===== src/inc/romseq_pkg.sv =====
// romseq_pkg: shared constants, enums and structs of the reader mode sequencer
// assumes one clock domain; serial framing lives outside this block
package romseq_pkg;
  localparam int unsigned CNT_W = 7;
  localparam logic [CNT_W-1:0] TEST_BLOCK_LEN = 7'h64;
  localparam logic [CNT_W-1:0] PCT_SCALE = 7'h64;
  localparam int unsigned EMPTY_W = 8;
  localparam int unsigned DATA_W = 8;
  localparam int unsigned ADDR_W = 4;
  localparam int unsigned SLAVE_MAX = 16;
  localparam int unsigned NETCFG_W = 8;
  // arbitrary neutral identity value
  localparam logic [15:0] DEVICE_TYPE_CODE = 16'h1234;

  typedef enum logic [1:0] {MODE_TEST, MODE_ONLINE, MODE_AUTO} romseq_mode_e;
  typedef enum logic [1:0] {ROLE_DISABLED, ROLE_MASTER, ROLE_SLAVE} romseq_role_e;
  typedef enum logic [2:0] {
    MSG_NONE, MSG_CODE, MSG_NOREAD, MSG_STATS, MSG_DEVTYPE, MSG_SLAVE
  } romseq_msg_e;
  typedef enum logic [2:0] {
    HCMD_NONE, HCMD_DEVTYPE, HCMD_AUTODETECT, HCMD_CFGWORD, HCMD_CFGCOMMIT
  } romseq_hcmd_e;

  typedef struct packed {
    romseq_msg_e kind;
    logic [15:0] payload;
  } romseq_msg_s;

  typedef struct packed {
    romseq_hcmd_e cmd;
    logic [ADDR_W-1:0] index;
    logic [NETCFG_W-1:0] data;
  } romseq_hreq_s;

  typedef struct packed {
    romseq_role_e role;
    logic [ADDR_W-1:0] address;
  } romseq_role_s;
endpackage


===== src/design/romseq_pct.sv =====
// romseq_pct: integer percentage of good reads in a test block
// assumes attempts is nonzero whenever start is pulsed
`timescale 1ns/10ps
module romseq_pct
  import romseq_pkg::*;
(
  // clock and reset
  input wire logic clk,
  input wire logic rst_n,
  // request
  input wire logic start,
  input wire logic [CNT_W-1:0] good,
  input wire logic [CNT_W-1:0] attempts,
  // result
  output logic done,
  output logic [CNT_W-1:0] pct
);
  typedef struct packed {
    logic busy;
    logic done;
    logic [13:0] rem;
    logic [CNT_W-1:0] den;
    logic [CNT_W-1:0] quo;
  } romseq_pct_s;
  romseq_pct_s st_ff, nxt_st;

  // repeated subtraction; one block of 100 takes at most 101 cycles
  always_comb begin
    nxt_st = st_ff;
    nxt_st.done = 1'b0;
    if (start) begin
      nxt_st.busy = 1'b1;
      nxt_st.rem = 14'(good) * 14'(PCT_SCALE);
      nxt_st.den = attempts;
      nxt_st.quo = '0;
    end else if (st_ff.busy) begin
      if (st_ff.rem >= 14'(st_ff.den)) begin
        nxt_st.rem = st_ff.rem - 14'(st_ff.den);
        nxt_st.quo = st_ff.quo + 7'h01;
      end else begin
        nxt_st.busy = 1'b0;
        nxt_st.done = 1'b1;
      end
    end
  end

  always_ff @(posedge clk) begin
    if (!rst_n) begin
      st_ff <= '0;
    end else begin
      st_ff <= nxt_st;
    end
  end

  assign done = st_ff.done;
  assign pct = st_ff.quo;
endmodule


===== src/design/romseq_top.sv =====
// romseq_top: read cycle sequencer for test, online and automatic modes
// assumes a decoder answers each scan request and a serial framer takes messages
// Notes on behaviour
// - in test mode scans are requested continuously with no trigger.
// - in test mode a data and statistics report goes out per block of 100 attempts; attempts completed while the percentage is computed are discarded.
// - the statistics value is the percentage of good reads in that block.
// - in online mode the differential presence pair gates the read cycle.
// - in online mode scanning runs while the presence sensor shows an object, until the first good read.
// - an online cycle that decoded sends the code data.
// - an online cycle without a decode sends a no-read message.
// - in automatic mode the sensor is ignored and a code in the zone opens a cycle.
// - an automatic cycle ends after a set number of consecutive empty scans.
// - automatic mode sends the data of the code that opens a cycle and nothing for an empty cycle.
// - a device type code is held and can be read by the host.
// - network configuration is accepted only in the master role.
// - autodetect makes the master report every slave found on the network.
// - on commit the master stores the complete transferred configuration.
// - the reader holds a role of master, addressed slave or disabled.
`timescale 1ns/10ps
module romseq_top
  import romseq_pkg::*;
(
  // clock and reset
  input wire logic clk,
  input wire logic rst_n,
  // configuration
  input wire romseq_mode_e modeSel,
  input wire romseq_role_s network_role_select,
  input wire logic [EMPTY_W-1:0] emptyScanLimit,
  // presence sensor pins
  input wire logic presence_trigger_pos,
  input wire logic presence_trigger_neg,
  // decoder
  output logic scanReq,
  input wire logic scanDone,
  input wire logic scanGood,
  input wire logic [DATA_W-1:0] scanData,
  // reader network presence map
  input wire logic [SLAVE_MAX-1:0] slavePresent,
  // host requests
  input wire romseq_hreq_s hostReq,
  // messages to host
  output romseq_msg_s msgOut,
  output logic msgValid,
  input wire logic msgReady,
  // stored network configuration and read cycle state
  output logic [SLAVE_MAX*NETCFG_W-1:0] netCfg,
  output logic cycleOpen
);
  typedef struct packed {
    logic [1:0] trigPos;
    logic [1:0] trigNeg;
    logic cycle;
    logic hadGood;
    logic [DATA_W-1:0] lastData;
    logic [EMPTY_W-1:0] empties;
    logic [CNT_W-1:0] attempts;
    logic [CNT_W-1:0] goods;
    logic statPending;
    logic scanReq;
    logic msgValid;
    romseq_msg_s msg;
    logic detecting;
    logic [ADDR_W-1:0] detIdx;
    logic [SLAVE_MAX*NETCFG_W-1:0] staged;
    logic [SLAVE_MAX*NETCFG_W-1:0] cfg;
  } romseq_top_s;
  romseq_top_s st_ff, nxt_st;

  logic pctDone;
  logic [CNT_W-1:0] pctVal;
  logic pctStart;
  logic [CNT_W-1:0] pctGood;
  logic present;
  logic isMaster;
  logic msgFree;

  romseq_pct u_pct (
    .clk(clk),
    .rst_n(rst_n),
    .start(pctStart),
    .good(pctGood),
    .attempts(TEST_BLOCK_LEN),
    .done(pctDone),
    .pct(pctVal)
  );

  // only second stage is read; pair must disagree to count as a valid level
  assign present = st_ff.trigPos[1] & ~st_ff.trigNeg[1];
  assign isMaster = (network_role_select.role == ROLE_MASTER);
  assign msgFree = !st_ff.msgValid || msgReady;
  assign pctStart = (modeSel == MODE_TEST) && scanDone &&
                    (st_ff.attempts == TEST_BLOCK_LEN - 7'h01);
  // the closing attempt of the block is counted here, it is not yet in the register
  assign pctGood = st_ff.goods + CNT_W'(scanGood);

  always_comb begin
    nxt_st = st_ff;
    nxt_st.trigPos = {st_ff.trigPos[0], presence_trigger_pos};
    nxt_st.trigNeg = {st_ff.trigNeg[0], presence_trigger_neg};
    if (st_ff.msgValid && msgReady) begin
      nxt_st.msgValid = 1'b0;
    end
    nxt_st.scanReq = 1'b0;
    // decoder results are never stalled; a busy message port drops the newer report
    case (modeSel)
      MODE_TEST: begin
        nxt_st.cycle = 1'b0;
        nxt_st.scanReq = 1'b1;
        if (scanDone) begin
          nxt_st.attempts = st_ff.attempts + 7'h01;
          if (scanGood) begin
            nxt_st.goods = st_ff.goods + 7'h01;
            nxt_st.lastData = scanData;
          end
          if (pctStart) begin
            nxt_st.statPending = 1'b1;
          end
        end
        if (pctDone) begin
          nxt_st.attempts = '0;
          nxt_st.goods = '0;
        end
        if (st_ff.statPending && pctDone && msgFree) begin
          nxt_st.statPending = 1'b0;
          nxt_st.msgValid = 1'b1;
          nxt_st.msg.kind = MSG_STATS;
          nxt_st.msg.payload = {st_ff.lastData, 1'b0, pctVal};
        end else if (pctDone) begin
          nxt_st.statPending = 1'b0;
        end
      end
      MODE_ONLINE: begin
        nxt_st.attempts = '0;
        nxt_st.goods = '0;
        if (present && !st_ff.cycle) begin
          nxt_st.cycle = 1'b1;
          nxt_st.hadGood = 1'b0;
        end
        if (st_ff.cycle) begin
          nxt_st.scanReq = present && !st_ff.hadGood;
          if (scanDone && scanGood) begin
            nxt_st.hadGood = 1'b1;
            nxt_st.lastData = scanData;
          end
          if (!present) begin
            nxt_st.cycle = 1'b0;
            if (msgFree) begin
              nxt_st.msgValid = 1'b1;
              if (st_ff.hadGood) begin
                nxt_st.msg.kind = MSG_CODE;
                nxt_st.msg.payload = {8'h00, st_ff.lastData};
              end else begin
                nxt_st.msg.kind = MSG_NOREAD;
                nxt_st.msg.payload = '0;
              end
            end
          end
        end
      end
      MODE_AUTO: begin
        nxt_st.attempts = '0;
        nxt_st.goods = '0;
        nxt_st.scanReq = 1'b1;
        if (scanDone) begin
          if (scanGood) begin
            nxt_st.empties = '0;
            if (!st_ff.cycle) begin
              nxt_st.cycle = 1'b1;
              if (msgFree) begin
                nxt_st.msgValid = 1'b1;
                nxt_st.msg.kind = MSG_CODE;
                nxt_st.msg.payload = {8'h00, scanData};
              end
            end
          end else if (st_ff.cycle) begin
            nxt_st.empties = st_ff.empties + 8'h01;
            if (st_ff.empties + 8'h01 >= emptyScanLimit) begin
              nxt_st.cycle = 1'b0;
              nxt_st.empties = '0;
            end
          end
        end
      end
      default: begin
        nxt_st.cycle = 1'b0;
      end
    endcase
    // host side network handling
    if (st_ff.detecting) begin
      if (msgFree && !nxt_st.msgValid) begin
        if (slavePresent[st_ff.detIdx]) begin
          nxt_st.msgValid = 1'b1;
          nxt_st.msg.kind = MSG_SLAVE;
          nxt_st.msg.payload = {12'h000, st_ff.detIdx};
        end
        nxt_st.detIdx = st_ff.detIdx + 4'h1;
        if (st_ff.detIdx == 4'(SLAVE_MAX - 1)) begin
          nxt_st.detecting = 1'b0;
        end
      end
    end else begin
      case (hostReq.cmd)
        HCMD_DEVTYPE: begin
          if (msgFree && !nxt_st.msgValid) begin
            nxt_st.msgValid = 1'b1;
            nxt_st.msg.kind = MSG_DEVTYPE;
            nxt_st.msg.payload = DEVICE_TYPE_CODE;
          end
        end
        HCMD_AUTODETECT: begin
          if (isMaster) begin
            nxt_st.detecting = 1'b1;
            nxt_st.detIdx = '0;
          end
        end
        HCMD_CFGWORD: begin
          if (isMaster) begin
            nxt_st.staged[hostReq.index*NETCFG_W +: NETCFG_W] = hostReq.data;
          end
        end
        HCMD_CFGCOMMIT: begin
          if (isMaster) begin
            nxt_st.cfg = st_ff.staged;
          end
        end
        default: begin
        end
      endcase
    end
  end

  always_ff @(posedge clk) begin
    if (!rst_n) begin
      st_ff <= '0;
    end else begin
      st_ff <= nxt_st;
    end
  end

  assign scanReq = st_ff.scanReq;
  assign msgOut = st_ff.msg;
  assign msgValid = st_ff.msgValid;
  assign netCfg = st_ff.cfg;
  assign cycleOpen = st_ff.cycle;
endmodule


===== config.mk =====
export PLATFORM = sky130hd
export DESIGN_NAME = romseq_top
export DESIGN_NICKNAME = d
export VERILOG_FILES = /design/src/inc/romseq_pkg.sv /design/src/design/romseq_pct.sv /design/src/design/romseq_top.sv
export SDC_FILE = /design/constraint.sdc
export NUM_CORES = 1
export LEC_CHECK = 0
export BUFFER_PORTS_ARGS = -buffer_cell sky130_fd_sc_hd__buf_2
export CAP_MARGIN = 20
export CORE_ASPECT_RATIO = 1.75
export CORE_MARGIN = 5
export CORE_UTILIZATION = 57
export CTS_CLUSTER_DIAMETER = 100
export DETAILED_ROUTE_END_ITERATION = 16
export PLACE_DENSITY = 0.91
export SYNTH_ARGS = -nofsm -noshare
export SYNTH_HDL_FRONTEND = slang
export SYNTH_SLANG_ARGS = --single-unit

===== constraint.sdc =====
create_clock -name clk -period 4.95 [get_ports clk]
set_input_delay 0 -clock clk [delete_from_list [all_inputs] [get_ports clk]]
set_output_delay 0 -clock clk [all_outputs]
set_load 0.05 [all_outputs]

; Word level (Yosys, flattened, before mapping)
; Cells that the tools add are included.
; Widths: inputs -> output; s select.
[word_totals]
inputBits = 62
register_bits = 343
word_cells = 145
output_inout_bits = 150
[op_classes]
n_eq_ne = 17
n_bitwise = 5
order_cmp = 3
muxes = 49
n_addsub = 8
shifts = 2
n_reduce_logical = 37
n_mul = 1
[ops]
columns = op, n
row1 = $mux 20, 10
row2 = $bwmux 128, 1
row3 = $shift 8x34->128 const A, 1
row4 = $shiftx 8x34->128, 1
row5 = $pmux 21 s3, 1
row6 = $mux 25, 2
row7 = $mux 14, 3
row8 = $mux 8, 5
row9 = $neg 7->34, 1
row10 = $pmux 14 s2, 1
row11 = $add 7x1->7 const B, 3
row12 = $mux 21, 1
row13 = $mux 18, 1
row14 = $reduce_and 3->1, 6
row15 = $mux 16, 1
row16 = $pmux 8 s2, 1
row17 = $mux 15, 1
row18 = $ge 14x7->1, 1
row19 = $reduce_bool 2->1, 7
row20 = $sub 14x7->14, 1
row21 = $mul 7x5->12 const B, 1
row22 = $mux 1, 12
row23 = $mux 10, 1
row24 = $mux 5, 2
row25 = other kinds (31), 57

; Depth between registers and ports, before layout
[logic_depth]
word_depth = 12
mapped_depth = 15
depth_no_buf = 15

; By module
; From an unflattened synthesis, not the netlist that was laid out.
[unflattened]
cells_unflattened = 1905
area_unflattened_um2 = 16957.5
[modules_own_cells]
columns = module, area_per_inst_um2, seq_area_each_um2, n_inst, cells_each
row1 = romseq_top, 14710.4, 6386.1, 1, 1652
row2 = romseq_pct, 2247.2, 600.6, 1, 253

; Worst setup path after synthesis
; OpenSTA, ideal clock, no wires.
[synth_path]
path_kind = flip-flop to flip-flop
start = register st_ff[283] (netlist name)
end = register u_pct.st_ff[27] (netlist name)
period_less_slack_ps = 3471
t_required_ps = 4829
arrival_ps = 3350
path_slack_ps = 1479
path_stages_with_launch = 15
n_path_buf = 0
setup_ps = 121
path_cell_list = dfxtp_1 ha_1 and3_1 xor2_1 ha_1 ha_1 inv_1 fa_1 inv_1 ha_1 a21oi_1 o21ai_0 o41ai_1 mux2i_1 nand3_1
[synth_via]
elab_chain_len = 3
[synth_rtl]
columns = element, line_no
row1 = from (decl), romseq_top.sv:68  ; romseq_top_s st_ff, nxt_st;
row2 = from (signal assigned), romseq_top.sv:237  ; st_ff <= nxt_st;
row3 = $add 7x1->7, romseq_top.sv:95  ; assign pctGood = st_ff.goods + CNT_W'(scanGood);
row4 = $mul 7x5->12, romseq_pct.sv:33  ; nxt_st.rem = 14'(good) * 14'(PCT_SCALE);
row5 = $mux 14, romseq_pct.sv:31  ; if (start) begin
row6 = to (signal assigned), romseq_pct.sv:51  ; st_ff <= nxt_st;
row7 = to (decl), romseq_pct.sv:25  ; romseq_pct_s st_ff, nxt_st;
; Every way passes these cells.
; A chain may end at the register's enable or synchronous reset.

; Worst setup path after layout
; Same ends and word-level chain as after synthesis.

==> results.ini <==
[worst_setup_path]
path_class=flop to flop
worstPathMaxFanout=6
rrSetupSlack_ns=1.08
cp-end-kind=flop
startpoint=st_ff[283]$_SDFFE_PN0P_
reg2reg_from=st_ff[283]$_SDFFE_PN0P_
cp-start-kind=flop
critical_path_arrival_ns=4.31
worstPathRequired_ns=5.39

[final_layout]
final_common_cell=nand2_1
final_cell_mix=356 x nand2_1, 341 x dfxtp_1, 222 x a21oi_1
areaGrowthSynthToFinish_pct=8.709
fin_util_pct=62.41
drive_above_1_share_pct=15.04
stdcell_area_um2=16930
nNetsFinal=1999
num_antenna_cells=0

[synth]
synth.largest_area_cell=dfxtp_1
synth_edf_count=0
ys_seq_area_share_pct=43.83
synthesis.nets=1974
synthFlopType=dfxtp_1
yosysWarnings=0
synth.distinct_cells=69
avgSynthCellArea_um2=8.373
synth_area_leaders=dfxtp_1 44%, nand2_1 8.6%, a21oi_1 7.1%
async_reset_ff_share_pct=0
netlist_instances=1860
synth_area_um2=15570
ys_seq_elements=341
synth_top_area_share_pct=43.83

[clock_tree]
cts_resized=0
root_buffer=clkbuf_16
clock-sinks=341
htreeDepth=1
holdBufCountCts=29
clk_pin_slew_ns=0.07
numCtsBuffers=30
clock_latency_ns=0.56
cts_setup_buffers=0
cts_tree=built
clk_path_buf_depth=3

[floorplanning]
start_util_pct=57.41
die_width_um=135.0
die_h_um=228.7
rows=80
core_um2=27130
io_pins=212
design.die.area_um2=30860

[timing]
tightest_slew_ns=1.164
fmax_mhz=258.3
clock-skew-final_ns=0.009705
post-route-min-period_ns=3.871
hold_slack_ns=0.07658
final-hold-violation-count=0
drv_slew=0
rsz0062_at_grt=false
period_share_pct=78.20
slew_headroom_pct=22.41
setup_tns_ns=0
setup_viol=0

[grt]
grt_start_max_net_pins=200
antenna_found_initial=0
grtUsageTotal_pct=25.31
grt_pass1_wl_mm=64.34
grt_pass1_vias=12740
grt.overflow.total=0

[power_and_ir_drop]
power_density_nw_per_um2=318.3
leakagePower_uw=0.007248
finalPower_uw=5389
irDropWorstVdd_v=0.0002648

[hold_path]
hp-start=scanGood
hold_class=input port to flop

[placement]
post_dp_cell_area_um2=15650
dp_hpwl_mm=28.45
gp_congestion=0.9440
io_buffers=207

[drt]
vias=13020
wl_mm=40.62
vias_per_cell=5.719
dr.first_iter.drc_count=1105
final_antenna_net_count=0
dr.pass1.iters=6
drc=0
avgRoutedWirePerCell_um=17.84

[run_status]
run_status=finished clean

[job]
cap_violations=0

==> state kept, by name, summed over array words and instances, names as in the netlist <==
name and cells:
cycleOpen 1, msgOut 19, msgValid 1, netCfg 128
nxt_st 2, scanReq 1, st_ff 167, u_pct.done 1
u_pct.pct 7, u_pct.st_ff 14
==> final timing paths <==
check | endpoint | depth (start not counted)
setup / recovery | u_pct.st_ff[27]$_SDFFE_PN0P_ | 14
setup reg to reg | u_pct.st_ff[27]$_SDFFE_PN0P_ | 14
hold reg to reg | st_ff[318]$_SDFF_PN0_ | 1
hold / removal | st_ff[306]$_SDFFE_PN0P_ | 5
==> cell usage after synthesis, types with 19 or more instances <==
library cell and number:
nand3_1 67, nor2_1 149, o21ai_0 29, and3_1 20, nand4_1 20, nand2_1 356
a21oi_1 222, ha_1 50, mux2i_1 86, xor2_1 19, inv_1 36, dfxtp_1 341
buf_4 148, clkbuf_1 98, and2_1 31, nor3_1 19
==> power by group <==
group          internal, µW  total (µW)  switching, µW  leakage [µW]
logic                  90.3         299            208       0.00403
registers              2750        2760           8.89       0.00275
clock network          1280        2330           1050      0.000475
==> worst max-delay path, cell delays in order, from the launching register on <==
cell and delay [ns]:
dfxtp_1 0.43, ha_1 0.26, and3_1 0.22, xor2_1 0.28, ha_1 0.29, ha_1 0.29, inv_1 0.05, fa_1 0.49
inv_1 0.04, ha_1 0.31, a21oi_1 0.25, o21ai_0 0.15, o41ai_1 0.36, mux2i_1 0.24, nand3_1 0.09
==> final cells by class <==
class / count / area (µm²)
Inverter: 38 / 150.1
Tap cell: 369 / 461.7
Clock inverter: 15 / 118.9
Fill cell: 2150 / 10200
Sequential cell: 341 / 6827
Multi-Input combinational cell: 1230 / 7127
Timing Repair Buffer: 244 / 1386
Clock buffer: 40 / 859.6
==> kinds of logic after synthesis <==
| logic type | count (synthesis) | share of synthesized area (%) |
|---|---|---|
| compound gates | 334 | 12.39 |
| xor+xnor | 34 | 1.912 |
| fa+ha+maj | 52 | 4.274 |
| buf+inv | 289 | 10.56 |
| flops | 341 | 43.83 |
| mux | 96 | 6.612 |
| simple gates | 714 | 20.42 |
==> routing by layer <==
metal / wire, µm / up-vias / part of all wire [%] / track usage, %
met5: 0 / - / 0 / 0
met4: 2522 / 0 / 6.2 / 15.01
met3: 2465 / 182 / 6.1 / 3.348
met2: 21180 / 580 / 52 / 46.15
met1: 14440 / 6074 / 36 / 27.40
li1: - / 6187 / - / -
==> metrics by stage <==
stage	instances	worst slack [ns]
2_1_floorplan	1860	1.479
3_3_place_gp	2192	1.226
3_5_place_dp	2192	1.166
4_1_cts	2276	1.125
5_1_grt	2277	0.8400
6_report	2277	1.079
Note: power is estimated with default switching activity, not from simulation.
